$ cat src/pic_defines.svh
// Port addresses, field positions and reset values of the interrupt controller front end
`ifndef PIC_DEFINES_SVH
`define PIC_DEFINES_SVH

// ********************************************************
// Port addresses
// ********************************************************
`define PIC_PORT_EVEN 8'h20
`define PIC_PORT_ODD 8'h21

// ********************************************************
// First initialization word fields
// ********************************************************
`define PIC_W1_START_BIT 4
`define PIC_W1_LEVEL_BIT 3
`define PIC_W1_SINGLE_BIT 1

// ********************************************************
// Vector base field and widths
// ********************************************************
`define PIC_VB_MSB 7
`define PIC_VB_LSB 3
`define PIC_NUM_INPUTS 8

// ********************************************************
// Reset values
// ********************************************************
`define PIC_VB_RST 5'h00
`define PIC_MAP_RST 8'h00
`define PIC_LEVEL_RST 1'b0
`define PIC_SINGLE_RST 1'b1

`endif

$ cat src/pic_pkg.sv
// Types shared by the interrupt controller front end
package pic_pkg;
   // ********************************************************
   // Initialization sequence position
   // ********************************************************
   typedef enum logic [1:0] {
      PIC_SEQ_IDLE,
      PIC_SEQ_VB,
      PIC_SEQ_MAP,
      PIC_SEQ_RUN
   } pic_seq_t;

   typedef logic [7:0] pic_byte_t;
   typedef logic [2:0] pic_idx_t;
endpackage : pic_pkg

$ cat src/pic_req_if.sv
// Carrier between the controller core and the request detector
`timescale 1ns/1ps
interface pic_req_if;
   logic levelMode;
   logic flush;
   logic [7:0] reqIn;
   logic [7:0] clearOne;
   logic [7:0] pending;

   modport det (
      input levelMode,
      input flush,
      input reqIn,
      input clearOne,
      output pending
   );
   modport ctl (
      output levelMode,
      output flush,
      output reqIn,
      output clearOne,
      input pending
   );
endinterface : pic_req_if

$ cat src/pic_req_detect.sv
// Per-input request detector: edge or level sensing with a pending latch
`timescale 1ns/1ps
module pic_req_detect
   import pic_pkg::*;
(
   input wire logic clk,
   input wire logic srst,
   pic_req_if.det rq
);
   // ********************************************************
   // One detector per request input
   // ********************************************************
   genvar gi;
   generate
      for (gi = 0; gi < 8; gi++) begin : g_in
         logic prev_r;
         logic prev_nxt;
         logic pend_r;
         logic pend_nxt;

         // Edge mode keeps the latch until acknowledged; a new edge beats the clear
         always_comb begin
            prev_nxt = rq.reqIn[gi];
            if (rq.flush) begin
               pend_nxt = 1'b0;
            end else if (rq.levelMode) begin
               pend_nxt = rq.reqIn[gi];
            end else begin
               pend_nxt = (pend_r & ~rq.clearOne[gi]) | (rq.reqIn[gi] & ~prev_r);
            end
         end

         always_ff @(posedge clk) begin
            if (srst) begin
               prev_r <= 1'b0;
               pend_r <= 1'b0;
            end else begin
               prev_r <= prev_nxt;
               pend_r <= pend_nxt;
            end
         end

         assign rq.pending[gi] = pend_r;

      end
   endgenerate
endmodule : pic_req_detect

$ cat src/pic_init_top.sv
// Initialization front end of an eight-input cascadable interrupt controller
`timescale 1ns/1ps
`include "pic_defines.svh"
module pic_init_top
   import pic_pkg::*;
(
   input wire logic clk,
   input wire logic srst,
   input wire logic ioWrStb,
   input wire logic [7:0] ioAddr,
   input wire logic [7:0] ioWrData,
   input wire logic [7:0] reqIn,
   input wire logic intAck,
   output logic intReq,
   output logic [7:0] vecData,
   output logic vecValid,
   output logic slaveVecEn,
   output logic [2:0] cascadeId,
   output logic initDone,
   output logic levelMode,
   output logic singleMode,
   output logic [7:0] slaveMap
);

   // ********************************************************
   // Write decode
   // ********************************************************
   logic wrEven;
   logic wrOdd;
   logic startWr;

   assign wrEven = ioWrStb && (ioAddr == `PIC_PORT_EVEN);
   assign wrOdd = ioWrStb && (ioAddr == `PIC_PORT_ODD);
   // Other addresses fall through untouched; the registers that share the bus
   // decode their own ports, so no write here is ever answered on the bus
   // Bit 4 alone tells an initialization word from a command word
   assign startWr = wrEven && ioWrData[`PIC_W1_START_BIT];

   // ********************************************************
   // Initialization sequence and configuration
   // ********************************************************
   pic_seq_t seq_r;
   pic_seq_t seq_nxt;
   logic level_r;
   logic level_nxt;
   logic single_r;
   logic single_nxt;
   logic [4:0] vecBase_r;
   logic [4:0] vecBase_nxt;
   logic [7:0] map_r;
   logic [7:0] map_nxt;

   // Idle until a start write, then the vector base, then the slave map in
   // cascade mode only; a start write at any point begins again from the top,
   // which is how software recovers from a half-written sequence
   // Sequence position decides which word an odd write lands in
   always_comb begin
      seq_nxt = seq_r;
      level_nxt = level_r;
      single_nxt = single_r;
      vecBase_nxt = vecBase_r;
      map_nxt = map_r;
      if (startWr) begin
         seq_nxt = PIC_SEQ_VB;
         level_nxt = ioWrData[`PIC_W1_LEVEL_BIT];
         single_nxt = ioWrData[`PIC_W1_SINGLE_BIT];
      end else if (wrOdd) begin
         unique case (seq_r)
            PIC_SEQ_VB: begin
               vecBase_nxt = ioWrData[`PIC_VB_MSB:`PIC_VB_LSB];
               // Single mode has no slave map, so the third word is skipped
               seq_nxt = single_r ? PIC_SEQ_RUN : PIC_SEQ_MAP;
            end
            PIC_SEQ_MAP: begin
               map_nxt = ioWrData;
               seq_nxt = PIC_SEQ_RUN;
            end
            PIC_SEQ_IDLE, PIC_SEQ_RUN: begin
               // Mask and command words live in another block
               seq_nxt = seq_r;
            end
         endcase
      end
   end

   // Configuration holds until reset, the next start write, or an odd write in the sequence
   always_ff @(posedge clk) begin
      if (srst) begin
         seq_r <= PIC_SEQ_IDLE;
         level_r <= `PIC_LEVEL_RST;
         single_r <= `PIC_SINGLE_RST;
         vecBase_r <= `PIC_VB_RST;
         map_r <= `PIC_MAP_RST;
      end else begin
         seq_r <= seq_nxt;
         level_r <= level_nxt;
         single_r <= single_nxt;
         vecBase_r <= vecBase_nxt;
         map_r <= map_nxt;
      end
   end

   // Mode and map outputs come straight from the configuration flip-flops; initDone decodes the sequence position
   assign initDone = (seq_r == PIC_SEQ_RUN);
   assign levelMode = level_r;
   assign singleMode = single_r;
   assign slaveMap = map_r;

   // ********************************************************
   // Request detection
   // ********************************************************
   // The detector keeps one latch per input; this side only feeds it
   pic_req_if rq ();
   logic [7:0] clear_c;

   assign rq.levelMode = level_r;
   // Restarting initialization forgets stale edges
   assign rq.flush = startWr;
   assign rq.reqIn = reqIn;
   assign rq.clearOne = clear_c;
   // Level mode ignores the clear: a held input asks again at once, the price
   // of not needing a fresh edge after every acknowledge

   pic_req_detect u_detect (
      .clk(clk),
      .srst(srst),
      .rq(rq.det)
   );

   // ********************************************************
   // Priority resolver, input 0 highest
   // ********************************************************
   logic [2:0] winIdx;
   logic anyPend;

   // Counting down lets the lowest pending index overwrite the others; the
   // order is fixed, since masking and rotation belong to the command words
   always_comb begin
      winIdx = 3'h0;
      anyPend = 1'b0;
      for (int i = 7; i >= 0; i--) begin
         if (rq.pending[i]) begin
            winIdx = 3'(i);
            anyPend = 1'b1;
         end
      end
   end

   // Requests are withheld until the sequence has finished
   assign intReq = anyPend && initDone;

   // ********************************************************
   // Acknowledge and vector delivery
   // ********************************************************
   logic ackTake;
   logic slaveWins;
   logic [7:0] vec_r;
   logic [7:0] vec_nxt;
   logic vecValid_r;
   logic vecValid_nxt;
   logic slaveEn_r;
   logic slaveEn_nxt;
   logic [2:0] casc_r;
   logic [2:0] casc_nxt;

   // An acknowledge with no request up is dropped; the host would otherwise
   // read a vector that names nothing
   assign ackTake = intAck && intReq;
   // Slave only steps in when cascade mode and the map both say so
   assign slaveWins = !single_r && map_r[winIdx];
   assign clear_c = ackTake ? (8'h01 << winIdx) : 8'h00;

   // Vector and slave-select pulses last one cycle after the acknowledge
   always_comb begin
      vec_nxt = vec_r;
      vecValid_nxt = 1'b0;
      slaveEn_nxt = 1'b0;
      casc_nxt = casc_r;
      if (ackTake) begin
         casc_nxt = winIdx;
         if (slaveWins) begin
            slaveEn_nxt = 1'b1;
         end else begin
            vec_nxt = {vecBase_r, winIdx};
            vecValid_nxt = 1'b1;
         end
      end
   end

   // Pulses clear by themselves after one cycle
   always_ff @(posedge clk) begin
      if (srst) begin
         vec_r <= 8'h00;
         vecValid_r <= 1'b0;
         slaveEn_r <= 1'b0;
         casc_r <= 3'h0;
      end else begin
         vec_r <= vec_nxt;
         vecValid_r <= vecValid_nxt;
         slaveEn_r <= slaveEn_nxt;
         casc_r <= casc_nxt;
      end
   end

   // Cascade index holds until the next acknowledge, vector byte until the next own-vector acknowledge
   assign vecData = vec_r;
   assign vecValid = vecValid_r;
   assign slaveVecEn = slaveEn_r;
   assign cascadeId = casc_r;
endmodule : pic_init_top

$ cat config.mk
export PLATFORM = sky130hd
export DESIGN_NAME = pic_init_top
export DESIGN_NICKNAME = d
export VERILOG_FILES = /design/src/pic_pkg.sv /design/src/pic_req_if.sv /design/src/pic_req_detect.sv /design/src/pic_init_top.sv
export VERILOG_INCLUDE_DIRS = /design/src
export SDC_FILE = /design/constraint.sdc
export NUM_CORES = 1
export LEC_CHECK = 0
export ABC_AREA = 1
export BUFFER_PORTS_ARGS = -buffer_cell sky130_fd_sc_hd__buf_2
export CORE_MARGIN = 3
export CORE_UTILIZATION = 45
export DETAILED_ROUTE_END_ITERATION = 8
export PLACE_DENSITY_LB_ADDON = 0.08
export SETUP_SLACK_MARGIN = 0.15
export SLEW_MARGIN = 20
export SYNTH_ARGS = -nofsm -noshare
export SYNTH_HDL_FRONTEND = slang
export SYNTH_SLANG_ARGS = --single-unit
$ cat constraint.sdc
create_clock -name clk -period 1.9 [get_ports clk]
set_clock_uncertainty 0.2 [all_clocks]
set_input_delay 0.285 -clock clk [delete_from_list [all_inputs] [get_ports clk]]
set_output_delay 0.285 -clock clk [all_outputs]
set_load 0.01 [all_outputs]
# After elaboration in Yosys (flattened, before gate mapping)
# Cells that the tools add are included.
# word_totals
out_inout_bits,25
reg_bits,46
ram_bits,0
inputBits,28
romBits,0
latch_bits,0
wordCells,128
n_memories,0
# op_classes
n_mux,33
bitwise_logic,44
reduce_logical,17
n_addsub,0
eq_ne,6
shifts,1
n_div,0
mul,0
magnitude_cmp,1
# ops
cell,count
2-to-1 mux 3 bit,8
2-to-1 mux 1 bit,22
NOT 1 bit,20
bitwise AND 1 bit,16
equality test 8 x 6 -> 1 bit (second input constant),2
2-to-1 mux 8 bit,1
OR 1 bit,8
left shift 1 x 3 -> 8 bit (first input constant),1
logical AND 1 bit,6
AND reduction 2 bit,3
AND reduction 3 bit,2
OR reduction 2 bit,3
equality test 2 bit (second input constant),2
< comparator 3 x 4 -> 1 bit (second input constant),1
one-hot mux 2 bit (2 select lines),1
binary-select mux 1 bit (select 3 bit),1
equality test 2 x 1 -> 1 bit (second input constant),1
zero test 2 bit,1
!= test 2 bit (second input constant),1
nonzero test 2 bit,1
zero test 1 bit,1

# Longest topological paths before layout
# logic_depth
word_depth,15
ltp_mapped,16
depth_no_buf,16

# Modules after synthesis
# Synthesis repeated with hierarchy kept, for this count alone.
# unflattened
cells_unflattened,300
hier_area_um2,2183.3
# modules_own_cells
mod,area_each_um2,cells_each,n_inst
pic_init_top,1505.2,215,1
pic_req_detect,678.2,85,1

# Least setup slack after synthesis
# Ideal clock, no wire load.
# synth_timing
path_kind,register -> register
start,register seq_r[0]
end,register vec_r[5] (netlist: vecData[5])
path_buffers,1
slack_ns,0.136
t_required_ns,1.585
path_stages_with_launch,10
setup_ns,0.115
arrival_ns,1.449
path_cell_list,dfxtp_1 > ha_1 > inv_1 > nor2_1 > nand2_2 > inv_2 > buf_2 > nand3_2 > nand2_1 > nor2_1
# synth_between
elab_chain_cells,4
# synth_rtl
item,line_no,source
"start, declared",pic_init_top.sv:42,pic_seq_t seq_r;
"start signal, assigned",pic_init_top.sv:95,seq_r <= seq_nxt;
equality test 2 bit,pic_init_top.sv:104,assign initDone = (seq_r == PIC_SEQ_RUN);
named net initDone,pic_init_top.sv:19,"output logic initDone,"
logical AND 1 bit,pic_init_top.sv:150,assign intReq = anyPend && initDone;
named net intReq,pic_init_top.sv:14,"output logic intReq,"
logical AND 1 bit,pic_init_top.sv:168,assign ackTake = intAck && intReq;
AND reduction 2 bit (no line),-,
"end signal, assigned",pic_init_top.sv:198,vec_r <= vec_nxt;
"end, declared",pic_init_top.sv:157,logic [7:0] vec_r;
# The timed path passes the listed nets, and every way through them passes these cells.
# A chain may end at the register's enable or synchronous reset.

# Worst setup path in the final report
# layout_timing
start,register u_detect.g_in[7].pend_r
end,output port intReq
# layout_between
elab_chain_cells,9
# layout_rtl
item,line_no,source
"start, declared",pic_req_detect.sv:18,logic pend_r;
"start signal, assigned",pic_req_detect.sv:39,pend_r <= pend_nxt;
2-to-1 mux 1 bit (8 in series),pic_init_top.sv:142,if (rq.pending[i]) begin
logical AND 1 bit,pic_init_top.sv:150,
"end, declared",pic_init_top.sv:14,
# No other way between the ends.

==> metrics.txt <==
status=complete, but fails checks; violated checks=negative setup slack; arrival time worst endpoint=between 1 and 1.5 ns; worst skew pair latency=roughly 0.30 ns; Final Non-Filler Cells=418; first-pass GRT wire length=8.004 mm; vias in the first global route=1749; end-of-flow core utilization=about two thirds; port bufs=52; antenna violations before repair=0; setup slack after layout=-0.02366 ns; RSZ-0062 raised after global routing=true; CTS max path bufs=2; initial cell density of the core=~47%; Crit Reg-Reg Endpoint=vecData[1]$_SDFFE_PP0P_; cells after synthesis=~280; Crit Path Category=reg -> out; area of the multi-input gates=approximately 0.0011 mm2; Num CTS Buffers=5; max capacitance violation total=0; vias per cell=between 4 and 5; nets=roughly 400; routability cong.=approximately 0.76; drt drc=0; VDD IR max=around 0.37 mV; largest net degree at the start of global routing=18; Slew Limit Fails=0; crit path time final=1.924 ns; R2R cell count=16; Die Y=around 74 um; share of cells above drive strength 1=roughly 38%; io pins=53; Endpoint, Worst Hold=singleMode$_SDFFE_PP1P_; Synth area leader=dfxtp_1; clock slew at reported path FFs=0.08 ns; via count=approximately 2000; Leakage=1.422 nW; distinct cell type count after synthesis=29; Synth top area share=44.42%; total track usage=around a fifth; dpl cells=~390; drt first pass iters=4; Yosys Warn Count=0; root buffer cell=clkbuf_8; post-placement setup slack=-0.06078 ns; setup violators final=2; Final Hold Viols=0; post-route cell area=about 0.0029 mm2; Fillers=between 300 and 400; Detail Route Antenna Nets=0; most common cell after layout, fill and taps aside=buf_2; core area=about 0.0044 mm2; crit share post-route=101.2%; RR Startpoint=u_detect.g_in[6].pend_r$_SDFF_PP0_; Placement Cell Area=0.002444 mm2; Worst Hold Class=in -> reg; Reg area=roughly 940 um2; pwr/cell area=approximately 700 mW/mm2; Synth Cell Area=between 0.002 and 0.0025 mm2; FF+latch count, synth=46; crit start category=register; worst-path fanout max=3; Core Rows=24; most frequent cells in the layout=51 x buf_2, 47 x inv_1, 40 x dfxtp_1, 39 x nand2_1, 27 x a21oi_1; # H-tree levels=2; reg2reg setup slack=-0.01 ns; setup TNS=-0.03086 ns; Sink Count=46; Die Area=~0.0055 mm2; Worst-Margin Slew=roughly 0.54 ns; Chip Width=73.88 um; CTS tree=done; CP endpoint kind=output port; syn nets=about 310; Slew Limit Headroom=between 60% and 70%; hold path depth=3; Detailed Route WL=about 5.1 mm; WL/cell=about 12 um; synth top area cells=dfxtp_1 44%, inv_1 8.7%, nand2_1 8.3%, a21oi_1 7.7%, nor2_1 4.7%; Avg Inst Size Synth=approximately 7.4 um2; area delta synth->final=41.22%; antenna cells=0; sequential fraction of the synthesis area=around 44%; total gr overflow=0; Fmax achieved=519.8 MHz; DR iter-0 viols=83; DP HPWL=between 3 and 4 mm; CP required=around 1.4 ns; Worst Hold Launch=ioWrData[1]
-- sequential cells by signal (all words and copies together) (netlist names) --
register	cells
vecBase_r	5
cascadeId	3
vecData	8
u_detect.g_in.pend_r	8
u_detect.g_in.prev_r	8
singleMode	1
slaveVecEn	1
levelMode	1
slaveMap	8
vecValid	1
seq_r	2
-- stage by stage --
| stage | power [W] | hold slack (ns) |
|---|---|---|
| after detailed placement | 0.001263 | 0.2399 |
| after global routing | 0.002154 | 0.05178 |
| after global placement | 0.001260 | 0.2306 |
| final | 0.002054 | 0.02671 |
| after floorplan | 0.001186 | 0.1920 |
| after CTS | 0.002023 | 0.01226 |
-- worst max-delay path by stage --
stage | startpoint | endpoint | slack, ns | cells after the start
5_1_grt | u_detect.g_in[5].pend_r$_SDFF_PP0_ | vecData[1]$_SDFFE_PP0P_ | -0.16 | 12
6_report | u_detect.g_in[7].pend_r$_SDFF_PP0_ | intReq | -0.02 | 7
3_5_place_dp | ioAddr[3] | slaveMap[2]$_SDFFE_PP0P_ | -0.06 | 8
3_3_place_gp | u_detect.g_in[3].pend_r$_SDFF_PP0_ | vecData[1]$_SDFFE_PP0P_ | -0.04 | 12
2_1_floorplan | u_detect.g_in[4].pend_r$_SDFF_PP0_ | vecData[3]$_SDFFE_PP0P_ | 0.15 | 11
4_1_cts | u_detect.g_in[3].pend_r$_SDFF_PP0_ | intReq | -0.02 | 6
-- final cells by class --
class                   count  area share (%)
inverters                  53           7.051
clock inverters             3           1.368
repair buffers             82           18.72
flip-flops and latches     46           31.97
multi-input cells         177           36.32
clock buffers               5           2.350
well taps                  52           2.222
-- power by group --
| part | switching (W) | internal, W | total (W) | leakage [nW] |
|---|---|---|---|---|
| logic | 0.000187 | 0.000152 | 0.000339 | 0.987 |
| registers | 0.0000177 | 0.000986 | 0.00100 | 0.377 |
| clock network | 0.000324 | 0.000387 | 0.000712 | 0.0579 |
| total | 0.000529 | 0.00152 | 0.00205 | 1.42 |
-- critical path: stages, from the launching register on --
cell,delay (ns)
dfxtp_2,0.34
inv_2,0.08
nand2_4,0.06
buf_6,0.11
nor4_4,0.23
buf_4,0.16
nor2_4,0.04
buf_6,0.11
-- kinds of logic after synthesis --
logic type,Yosys count,synth area share [%]
AND/OR/NAND/NOR,118,27.94
buffers and inverters,60,11.77
AO/OA/AOI/OAI,55,14.06
flip-flops,46,44.42
adder cells (fa/ha/maj),3,1.811
-- layer usage --
metal / global-route usage, % / share of wire (%) / vias up
li1: - / - / 1062
met1: 25.69 / 47 / 884
met2: 30.22 / 48 / 44
met3: 4.651 / 4.4 / 4
met4: 6.036 / 1.3 / 0
met5: 0 / 0 / -
-- cell usage after synthesis (all sizes together) --
library cell and number:
nand3 22, buf 2, nand4 5, inv 53, nand2 56, a21oi 33, dfxtp 46, nor3 2
nor2 28, nor3b 1, ha 3, a31oi 2, nor4 2, clkbuf 5, o21ai 19, o31ai 1
or2 1, nand3b 1
-- repair_timing --
| action | 4_1_cts | 5_1_grt |
|---|---|---|
| hold buffers | 8 | 0 |
| setup buffers | 5 | 7 |
| resized for setup | 18 | 37 |
| endpoints found under the setup margin | 20 | 29 |
| endpoints found under the hold margin | 8 | 0 |
| cloned | 1 | 0 |
| pin swaps | 6 | 21 |
(Power assumes the default switching activity.)
